==> src/hdl/lcr_pkg.sv <==
// Package of offsets, field positions, reset values and timing for the link configuration registers
package lcr_pkg;

   // ****************************************
   // Register offsets (byte addresses)
   // ****************************************
   localparam logic [7:0] OFS_CHAN_MASK_LO = 8'hB8;
   localparam logic [7:0] OFS_FAIRNESS = 8'hDC;
   localparam logic [7:0] OFS_CTRL_SET = 8'hE0;
   localparam logic [7:0] OFS_CTRL_CLEAR = 8'hE4;

   // ****************************************
   // Reset values and field masks
   // ****************************************
   localparam logic [31:0] CHAN_MASK_RESET = 32'hFFFF_FFFF;
   localparam logic [7:0] FAIRNESS_RESET = 8'h00;
   localparam logic [31:0] CTRL_RESET = 32'h0000_0000;
   localparam logic [31:0] CTRL_SET_MASK = 32'h0070_0640;
   localparam logic [31:0] CTRL_CLEAR_MASK = 32'h0070_0600;
   localparam logic [31:0] UNMAPPED_DATA = 32'h0000_0000;

   // ****************************************
   // Link control bit positions
   // ****************************************
   localparam int BIT_EXT_SELECT = 22;
   localparam int BIT_ROOT = 21;
   localparam int BIT_COUNT_EN = 20;
   localparam int BIT_PHY_PKT = 10;
   localparam int BIT_SELF_ID = 9;
   localparam int BIT_SYNC_LOCK = 6;

   // ****************************************
   // Cycle timer timing
   // ****************************************
   localparam longint CYCLE_PERIOD_NS = 125000;
   localparam longint CYCLE_CLK_KHZ = 24576;
   localparam int CYCLE_TICKS = int'((CYCLE_PERIOD_NS * CYCLE_CLK_KHZ) / 64'd1000000);
   localparam int OFFSET_W = 12;

endpackage

==> src/hdl/lcr_cycle_timer.sv <==
// Cycle timer offset counter with internal or external rollover
module lcr_cycle_timer #(
   parameter int ROLL_TICKS = lcr_pkg::CYCLE_TICKS
) (
   // Clock and reset
   input wire logic clk_i,
   input wire logic rst_i,
   // Control
   input wire logic tick_i,
   input wire logic count_enable_i,
   input wire logic ext_select_i,
   input wire logic ext_cycle_i,
   // Status
   output logic [lcr_pkg::OFFSET_W-1:0] offset_o,
   output logic rollover_o
);

   localparam logic [lcr_pkg::OFFSET_W-1:0] LAST = lcr_pkg::OFFSET_W'(ROLL_TICKS - 1);

   logic [lcr_pkg::OFFSET_W-1:0] offset_reg, offset_next;
   logic roll_reg, roll_next;
   logic ext_prev_reg, ext_prev_next;
   logic ext_edge;

   // ****************************************
   // Offset counter
   // ****************************************
   // External rollover acts on the rising edge so a long pulse gives one cycle
   always_comb
   begin
      ext_prev_next = ext_cycle_i;
      ext_edge = ext_cycle_i & ~ext_prev_reg;
      offset_next = offset_reg;
      roll_next = 1'b0;
      if (count_enable_i)
      begin
         if (ext_select_i && ext_edge)
         begin
            offset_next = '0;
            roll_next = 1'b1;
         end
         else if (tick_i)
         begin
            // Without the external source the counter wraps by itself
            if (!ext_select_i && offset_reg == LAST)
            begin
               offset_next = '0;
               roll_next = 1'b1;
            end
            else if (offset_reg != '1)
               offset_next = offset_reg + 1'b1;
         end
      end
   end

   // Register stage
   always_ff @(posedge clk_i)
   begin
      if (rst_i)
      begin
         offset_reg <= '0;
         roll_reg <= 1'b0;
         ext_prev_reg <= 1'b0;
      end
      else
      begin
         offset_reg <= offset_next;
         roll_reg <= roll_next;
         ext_prev_reg <= ext_prev_next;
      end
   end

   assign offset_o = offset_reg;
   assign rollover_o = roll_reg;
endmodule

==> src/hdl/lcr_link_config.sv <==
// Link configuration register bank with Wishbone slave, cycle timer and fairness limiter
// Function
// - Channel mask resets to all ones
// - Serial bus reset keeps channel mask
// - Bus resets copy mask into CSR
// - Fairness bits 31..8 read zero
// - Priority limit caps requests per interval
// - Set and clear addresses change control bits
// - Only listed control bits are writable
// - Rollover external or after 3072 ticks
// - Overlong cycle clears and blocks root bit
// - Count enable gates cycle offset counting
// - Lock cleared by global reset, forces filter
//
// The Wishbone slave port was chosen for this implementation.
module lcr_link_config (
   // Clock and resets
   input wire logic clk_i,
   input wire logic rst_i,
   input wire logic soft_reset_i,
   input wire logic global_reset_signal_i,
   input wire logic host_bus_reset_i,
   input wire logic serial_bus_reset_i,
   // Wishbone slave
   input wire logic wb_cyc_i,
   input wire logic wb_stb_i,
   input wire logic wb_we_i,
   input wire logic [7:0] wb_adr_i,
   input wire logic [3:0] wb_sel_i,
   input wire logic [31:0] wb_dat_i,
   output logic [31:0] wb_dat_o,
   output logic wb_ack_o,
   // Link core events
   input wire logic overlong_cycle_flag_i,
   input wire logic external_cycle_input_i,
   input wire logic cycle_tick_i,
   input wire logic prio_req_issued_i,
   input wire logic fairness_interval_start_i,
   // Configuration outputs
   output logic [31:0] channels_available_lo_o,
   output logic [7:0] priority_limit_o,
   output logic priority_request_allowed_o,
   output logic external_rollover_select_o,
   output logic root_cycle_generator_o,
   output logic cycle_count_enable_o,
   output logic accept_phy_packets_o,
   output logic accept_self_id_packets_o,
   output logic sync_filter_lock_o,
   // Cycle timer outputs
   output logic [lcr_pkg::OFFSET_W-1:0] cycle_offset_o,
   output logic cycle_start_o
);

   // ****************************************
   // Helper functions
   // ****************************************
   // Byte lane enables widened to a bit mask
   function automatic logic [31:0] lane_mask(input logic [3:0] sel);
      logic [31:0] m;
      m = '0;
      for (int i = 0; i < 4; i++)
         m[i*8 +: 8] = {8{sel[i]}};
      return m;
   endfunction

   // Address match on the word, ignoring the two low address bits
   function automatic logic hit(input logic [7:0] adr, input logic [7:0] ofs);
      return adr[7:2] == ofs[7:2];
   endfunction

   // ****************************************
   // State
   // ****************************************
   logic ack_reg, ack_next;
   logic [31:0] rdat_reg, rdat_next;
   logic [31:0] mask_reg, mask_next;
   logic [31:0] csr_reg, csr_next;
   logic [7:0] fair_reg, fair_next;
   logic [7:0] pcount_reg, pcount_next;
   logic allow_reg, allow_next;
   logic [31:0] ctrl_reg, ctrl_next;
   logic cstart_reg, cstart_next;
   logic wr_take;
   logic [31:0] wmask;
   logic [31:0] wbits;
   logic rollover;

   // ****************************************
   // Wishbone handshake and read data
   // ****************************************
   // Ack comes one cycle after the request and drops the cycle after;
   // writes land at the ack edge so a held request is written exactly once
   always_comb
   begin
      ack_next = wb_cyc_i & wb_stb_i & ~ack_reg;
      wr_take = wb_cyc_i & wb_stb_i & wb_we_i & ack_reg;
      wmask = lane_mask(wb_sel_i);
      wbits = wb_dat_i & wmask;
      rdat_next = rdat_reg;
      if (ack_next)
      begin
         if (hit(wb_adr_i, lcr_pkg::OFS_CHAN_MASK_LO))
            rdat_next = mask_reg;
         else if (hit(wb_adr_i, lcr_pkg::OFS_FAIRNESS))
            rdat_next = {24'h00_0000, fair_reg};
         else if (hit(wb_adr_i, lcr_pkg::OFS_CTRL_SET) || hit(wb_adr_i, lcr_pkg::OFS_CTRL_CLEAR))
            rdat_next = ctrl_reg;
         else
            rdat_next = lcr_pkg::UNMAPPED_DATA;
      end
   end

   always_ff @(posedge clk_i)
   begin
      if (rst_i)
      begin
         ack_reg <= 1'b0;
         rdat_reg <= '0;
      end
      else
      begin
         ack_reg <= ack_next;
         rdat_reg <= rdat_next;
      end
   end

   // ****************************************
   // Channel mask and its CSR copy
   // ****************************************
   // Serial bus reset only triggers the copy; the mask itself survives it
   always_comb
   begin
      mask_next = mask_reg;
      if (soft_reset_i)
         mask_next = lcr_pkg::CHAN_MASK_RESET;
      else if (wr_take && hit(wb_adr_i, lcr_pkg::OFS_CHAN_MASK_LO))
         mask_next = (mask_reg & ~wmask) | wbits;
      csr_next = csr_reg;
      if (global_reset_signal_i || host_bus_reset_i || serial_bus_reset_i)
         csr_next = mask_reg;
   end

   always_ff @(posedge clk_i)
   begin
      if (rst_i)
      begin
         mask_reg <= lcr_pkg::CHAN_MASK_RESET;
         csr_reg <= lcr_pkg::CHAN_MASK_RESET;
      end
      else
      begin
         mask_reg <= mask_next;
         csr_reg <= csr_next;
      end
   end

   // ****************************************
   // Fairness limit and request counter
   // ****************************************
   // Allowed is registered from the next count, so it drops on the edge that counts the last request
   always_comb
   begin
      fair_next = fair_reg;
      if (soft_reset_i)
         fair_next = lcr_pkg::FAIRNESS_RESET;
      else if (wr_take && hit(wb_adr_i, lcr_pkg::OFS_FAIRNESS) && wb_sel_i[0])
         fair_next = wb_dat_i[7:0];
      pcount_next = pcount_reg;
      if (fairness_interval_start_i)
         pcount_next = '0;
      else if (prio_req_issued_i && allow_reg)
         pcount_next = pcount_reg + 8'h01;
      allow_next = pcount_next < fair_next;
   end

   always_ff @(posedge clk_i)
   begin
      if (rst_i)
      begin
         fair_reg <= lcr_pkg::FAIRNESS_RESET;
         pcount_reg <= '0;
         allow_reg <= 1'b0;
      end
      else
      begin
         fair_reg <= fair_next;
         pcount_reg <= pcount_next;
         allow_reg <= allow_next;
      end
   end

   // ****************************************
   // Link control set/clear register
   // ****************************************
   // Hardware clear of the root bit beats any software set in the same cycle
   always_comb
   begin
      ctrl_next = ctrl_reg;
      if (wr_take && hit(wb_adr_i, lcr_pkg::OFS_CTRL_SET))
         ctrl_next = ctrl_reg | (wbits & lcr_pkg::CTRL_SET_MASK);
      else if (wr_take && hit(wb_adr_i, lcr_pkg::OFS_CTRL_CLEAR))
         ctrl_next = ctrl_reg & ~(wbits & lcr_pkg::CTRL_CLEAR_MASK);
      if (overlong_cycle_flag_i)
         ctrl_next[lcr_pkg::BIT_ROOT] = 1'b0;
      if (global_reset_signal_i)
         ctrl_next[lcr_pkg::BIT_SYNC_LOCK] = 1'b0;
      cstart_next = rollover & ctrl_reg[lcr_pkg::BIT_ROOT];
   end

   always_ff @(posedge clk_i)
   begin
      if (rst_i)
      begin
         ctrl_reg <= lcr_pkg::CTRL_RESET;
         cstart_reg <= 1'b0;
      end
      else
      begin
         ctrl_reg <= ctrl_next;
         cstart_reg <= cstart_next;
      end
   end

   // ****************************************
   // Cycle timer
   // ****************************************
   lcr_cycle_timer #(
      .ROLL_TICKS(lcr_pkg::CYCLE_TICKS)
   ) u_timer (
      .clk_i(clk_i),
      .rst_i(rst_i),
      .tick_i(cycle_tick_i),
      .count_enable_i(ctrl_reg[lcr_pkg::BIT_COUNT_EN]),
      .ext_select_i(ctrl_reg[lcr_pkg::BIT_EXT_SELECT]),
      .ext_cycle_i(external_cycle_input_i),
      .offset_o(cycle_offset_o),
      .rollover_o(rollover)
   );

   // ****************************************
   // Outputs
   // ****************************************
   assign wb_ack_o = ack_reg;
   assign wb_dat_o = rdat_reg;
   assign channels_available_lo_o = csr_reg;
   assign priority_limit_o = fair_reg;
   assign priority_request_allowed_o = allow_reg;
   assign external_rollover_select_o = ctrl_reg[lcr_pkg::BIT_EXT_SELECT];
   assign root_cycle_generator_o = ctrl_reg[lcr_pkg::BIT_ROOT];
   assign cycle_count_enable_o = ctrl_reg[lcr_pkg::BIT_COUNT_EN];
   assign accept_phy_packets_o = ctrl_reg[lcr_pkg::BIT_PHY_PKT];
   assign accept_self_id_packets_o = ctrl_reg[lcr_pkg::BIT_SELF_ID];
   assign sync_filter_lock_o = ctrl_reg[lcr_pkg::BIT_SYNC_LOCK];
   assign cycle_start_o = cstart_reg;
endmodule

==> config.mk <==
export PLATFORM = sky130hd
export DESIGN_NAME = lcr_link_config
export DESIGN_NICKNAME = d
export VERILOG_FILES = /design/src/hdl/lcr_pkg.sv /design/src/hdl/lcr_cycle_timer.sv /design/src/hdl/lcr_link_config.sv
export SDC_FILE = /design/constraint.sdc
export NUM_CORES = 1
export LEC_CHECK = 0
export BUFFER_PORTS_ARGS = -buffer_cell sky130_fd_sc_hd__buf_2
export CORE_MARGIN = 2
export CORE_UTILIZATION = 56
export DETAILED_ROUTE_END_ITERATION = 12
export GPL_ROUTABILITY_DRIVEN = 1
export PLACE_DENSITY = 0.84
export SYNTH_ARGS = -nofsm -noshare
export SYNTH_HDL_FRONTEND = slang
export SYNTH_SLANG_ARGS = --single-unit
==> constraint.sdc <==
create_clock -name clk_i -period 3.89 [get_ports clk_i]
set_input_delay 0.5835 -clock clk_i [delete_from_list [all_inputs] [get_ports clk_i]]
set_output_delay 0.5835 -clock clk_i [all_outputs]
set_load 0.02 [all_outputs]
After elaboration in Yosys (flattened, before gate mapping) --
Cells that the tools add are included.
Operators by class: multiplexer cells 16, reductions and logical operators 20, magnitude comparators 1, add/subtract/negate cells 2, equal/unequal tests 6, bitwise logic cells 16
Operator list (count):
- $mux 32 | 5
- $and 32x32->32 | 3
- $mux 12 | 4
- $mux 8 | 4
- $not 23->32 | 1
- $not 32->32 | 1
- $or 32x23->32 | 1
- $or 32x32->32 | 1
- $eq 6x6->1 const B | 4
- $add 12x1->12 const B | 1
- $eq 12x12->1 const B | 1
- $ne 12x12->1 const B | 1
- $add 8x1->8 const B | 1
- $logic_and 1x1->1 | 8
- $lt 8x8->1 | 1
- $reduce_or 2->1 | 4
- $and 1x1->1 | 6
- $reduce_bool 2->1 | 2
- $logic_or 1x1->1 | 3
- $mux 1 | 3
- $not 1->1 | 3
- $reduce_and 3->1 | 1
- $reduce_bool 3->1 | 1
- $logic_not 1->1 | 1
Storage, ports and cells: register bits after elaboration 161, word-level logic and storage cells 75, input bits 58

Depth between registers and ports, before layout --
depth after elaboration 8, gate-level depth with buffers 11, mapped depth without buffers 11

By module --
From an unflattened synthesis, not the netlist that was laid out.
Unflattened totals: cells, all modules 601, area total of the unflattened synthesis 5823.1 um^2
Modules (own cells, without submodules):
- lcr_link_config | times used 1, area an instance 4999.8 um^2, cells an instance 505
- lcr_cycle_timer | times used 1, area an instance 823.3 um^2, cells an instance 96

Worst setup path after synthesis --
OpenSTA, ideal clock, no wires.
kind input to register, from in wb_adr_i[7], to reg allow_reg, in the netlist priority_request_allowed_o, path slack 1238 ps, library setup time 69 ps, path buffers 0, cell stages on the path 9, arrival time 2582 ps, path through nand3_2 -> nor3_4 -> nand3_4 -> mux2i_1 -> or2_2 -> ha_1 -> a2111oi_0 -> o211ai_1 -> o21ai_1
On the way: longest elaborated chain between the ends 6
RTL lines:
- from (decl) | line lcr_link_config.sv:28 | input wire logic [7:0] wb_adr_i,
- $eq 6x6->1 | line lcr_link_config.sv:68 | return adr[7:2] == ofs[7:2];
- $logic_and 1x1->1 (2 in a row) | line lcr_link_config.sv:166 | else if (wr_take && hit(wb_adr_i, lcr_pkg::OFS_FAIRNESS) && wb_sel_i[0])
- $mux 8 | line lcr_link_config.sv:166
- $mux 8 | line lcr_link_config.sv:164 | if (soft_reset_i)
- $lt 8x8->1 | line lcr_link_config.sv:173 | allow_next = pcount_next < fair_next;
- to (signal assigned) | line lcr_link_config.sv:188 | allow_reg <= allow_next;
- to (decl) | line lcr_link_config.sv:80 | logic allow_reg, allow_next;
No other way between the ends. A chain may end at the register's enable or synchronous reset.

Final worst setup path --
from reg ack_reg, in the netlist wb_ack_o, to reg allow_reg, in the netlist priority_request_allowed_o
On the way: longest elaborated chain between the ends 6
RTL lines:
- from (decl) | line lcr_link_config.sv:74 | logic ack_reg, ack_next;
- from (signal assigned) | line lcr_link_config.sv:122 | ack_reg <= ack_next;
- $and 1x1->1 | line lcr_link_config.sv:96 | wr_take = wb_cyc_i & wb_stb_i & wb_we_i & ack_reg;
- $logic_and 1x1->1 (2 in a row) | line lcr_link_config.sv:166
- $mux 8 | line lcr_link_config.sv:166
- $mux 8 | line lcr_link_config.sv:164
- $lt 8x8->1 | line lcr_link_config.sv:173
No other way between the ends.

==> reports/summary.txt <==
WP data arrival - 3050 ps
Number of buffers added on ports - 148
Post-route minimum period - 2608 ps
RSZ-0062 raised after global routing - false
Combinational Power Share - 0.055
Syn. warnings - 0
Metal-1 WL - 6.002 mm
CTS max path bufs - 2
Top-count cell post-synth - dfxtp_1
Total GRT Usage - 0.2604
Cell family with most CP delay - simple AND/OR/NAND/NOR gates
Placer Congestion - 0.8591
Post-synthesis sequential area ratio - 0.4850
Synth cell types - 52
Antenna violations before repair - 0
First-pass GRT wire length - 22.91 mm
Drt initial violations - 212
I/O pin count - 151
Slew margin rel. - 0.2896
Metal3 WL - 789 µm
Post-synth ARST share - 0
DP HPWL - 9.779 mm
Max-slew violation count - 0
Final ANT Viol Nets - 0
Syn Area/Cell - 8.960 µm²
Slowest-stage cell, CP - dfxtp_1
Antenna Cells - 0
CTS sink count - 135
Switching Fraction - 0.2249
Core area - 9729 µm²
Post-synth top cells - dfxtp_1 (135), nand2_1 (90), nand3_1 (64)
Vert. Die Dim - 103.8 µm
Hold-fix buffers, CTS - 0
FMAX - 383.5 MHz
Largest net degree at the start of global routing - 65
Net Sw Power - 0.7060 mW
Endpoints failing hold - 0
Syn nets - 689
CTS Buf Count - 17
Non-Filler Instances - 901
Register bit total from synthesis - 135
Routed Wire Length - 13.96 mm
Number of max-cap violations - 0
Number of flops mapped to enable cells by yosys - 0
DP Cell Count - 869
Post-CTS Setup Inserts - 0
Worst EP required - 4330 ps
Clock share of power - 0.495
Worst-margin pin slew - 1066 ps
Yosys top cell by area - dfxtp_1
Vias in the first global route - 4793
Setup TNS - 0 ps
P_int - 2.433 mW
Hold Path Class - in -> reg
Die area - 10770 µm²
Ys flop type - dfxtp_1
Via density - 5.590
Crit-path cells - nand2_1 -> nor2_1 -> nand3_4 -> mux2i_1 -> or2_2 -> ha_1 -> a21oi_1 -> o21ai_0 -> nor3_1 -> o211ai_1 -> o21ai_1
CP Max Fanout - 8
Flop pwr share - 0.450
Vias post-DR - 5037
Top sig layer - met4
Post-cts resize count - 0
Synth Cell Area - 5573 µm²
Starting density of the core - 0.5728
Filler cells - 768
CP Launch Type - register
Share of post-route cells with drive strength above 1 - 0.2734
Die width - 103.8 µm
CTS tree - done
Setup violators final - 0
Residual DRC count - 0
Synthesized netlist cell count - 622
Met2 wire len - 6.923 mm
Worst setup EP type - register
Row count - 36
Layout Area Growth over Synthesis - 24.11%
H-Tree Depth - 4
Status - complete, no violations
Worst setup path class - reg -> reg
Buffers and inverters on the worst path - 0
Final period util - 0.6704
Pleak - 3.008 nW
Fin nets - 822
Max incr delay on CP - 370 ps
Largest cells by area after synthesis - dfxtp_1 (48%), nand2_1 (6.1%), nand3_1 (5.7%)
PD cells - 453.9 nW/µm²
Max VDD drop - 0.0002544 V
Clk_skew - 7.718 ps
CTS root buffer - clkbuf_8
Gr ovfl total - 0
Clock-pin slew on the worst setup and hold paths - 60 ps
Pre-antenna DRT Iters - 5
Synth top area share - 0.4850
Clk_lat worst skew - 500 ps
Drt wl/cell - 15.50 µm
[through the flow]
step	hold slack [ps]	setup WS (ps)	area (µm²)	utilization	total power, mW
6_report	256.5	1282	6917	0.7109	3.139
2_1_floorplan	404.5	1238	5573	-	1.539
5_1_grt	237.3	1055	6917	0.7109	3.230
3_5_place_dp	424.8	802.5	6340	0.6516	1.612
4_1_cts	228.2	1325	6917	0.7109	3.160
3_3_place_gp	421.3	913.2	6340	0.6516	1.608
[kinds of logic (layout without fill, tap and decap cells)]
family          Yosys count  count (layout)  share of synthesized area
simple gates            315             315                     0.2883
flops                   135             135                     0.4850
compound gates           90              90                     0.1210
buf+inv                  44             190                    0.03682
xor+xnor                 15              15                    0.02358
mux                      14              14                    0.02515
fa+ha+maj                 9               9                    0.02021
[power by group through the flow]
| stage | clock network (mW) | logic, mW | registers, mW |
|---|---|---|---|
| floorplan | 0 | 0.0765 | 1.46 |
| global placement | 0 | 0.168 | 1.44 |
| detailed placement | 0 | 0.171 | 1.44 |
| CTS | 1.58 | 0.172 | 1.41 |
| global route | 1.63 | 0.188 | 1.41 |
| finish | 1.56 | 0.172 | 1.41 |
[area by class of cell]
type	instances	area [µm²]	area share
timing repair buffer	154	785.8	0.1136
sequential	135	2703	0.3907
tap	133	166.4	0.02406
multi-input combinational	443	2670	0.3860
inverter	4	15.01	0.002171
clock buffer	19	421.7	0.06096
clock inverter	13	155.1	0.02243
[worst reg2reg max path: stages, from the launching register on]
cell      delay (ps)
dfxtp_1          370
nand2_1           70
nor2_1           350
nand3_4          220
mux2i_1          190
or2_2            290
ha_1             330
a21oi_1          140
o21ai_0           90
nor3_1           210
o211ai_1         150
o21ai_1          150
[routing by layer]
metal	global-route usage	vias up
met5	0	-
met4	0.1033	0
met3	0.05979	22
met2	0.4399	160
met1	0.3229	2405
li1	-	2450
[layout by cell type, fill, tap and decap left out, types with 12 or more instances in the layout]
cell	netlist	final
a221oi_1	12	12
a21oi_1	23	23
clkbuf_16	0	16
buf_2	11	148
nor3_1	28	28
dfxtp_1	135	135
a211o_1	32	32
nor2b_1	34	34
nand3_1	64	64
mux2i_1	14	14
nand2_1	90	90
nor2_1	54	52
[final timing paths]
check | start | end | slack [ps] | cells after the start
worst max register to register | wb_ack_o | priority_request_allowed_o | 1280 | 11
worst min-delay path | overlong_cycle_flag_i | register | 260 | 2
worst max-delay path | wb_ack_o | priority_request_allowed_o | 1280 | 11
worst min register to register | u_timer.rollover_o | cycle_start_o | 430 | 2
Power figures use the tool's default switching activity.
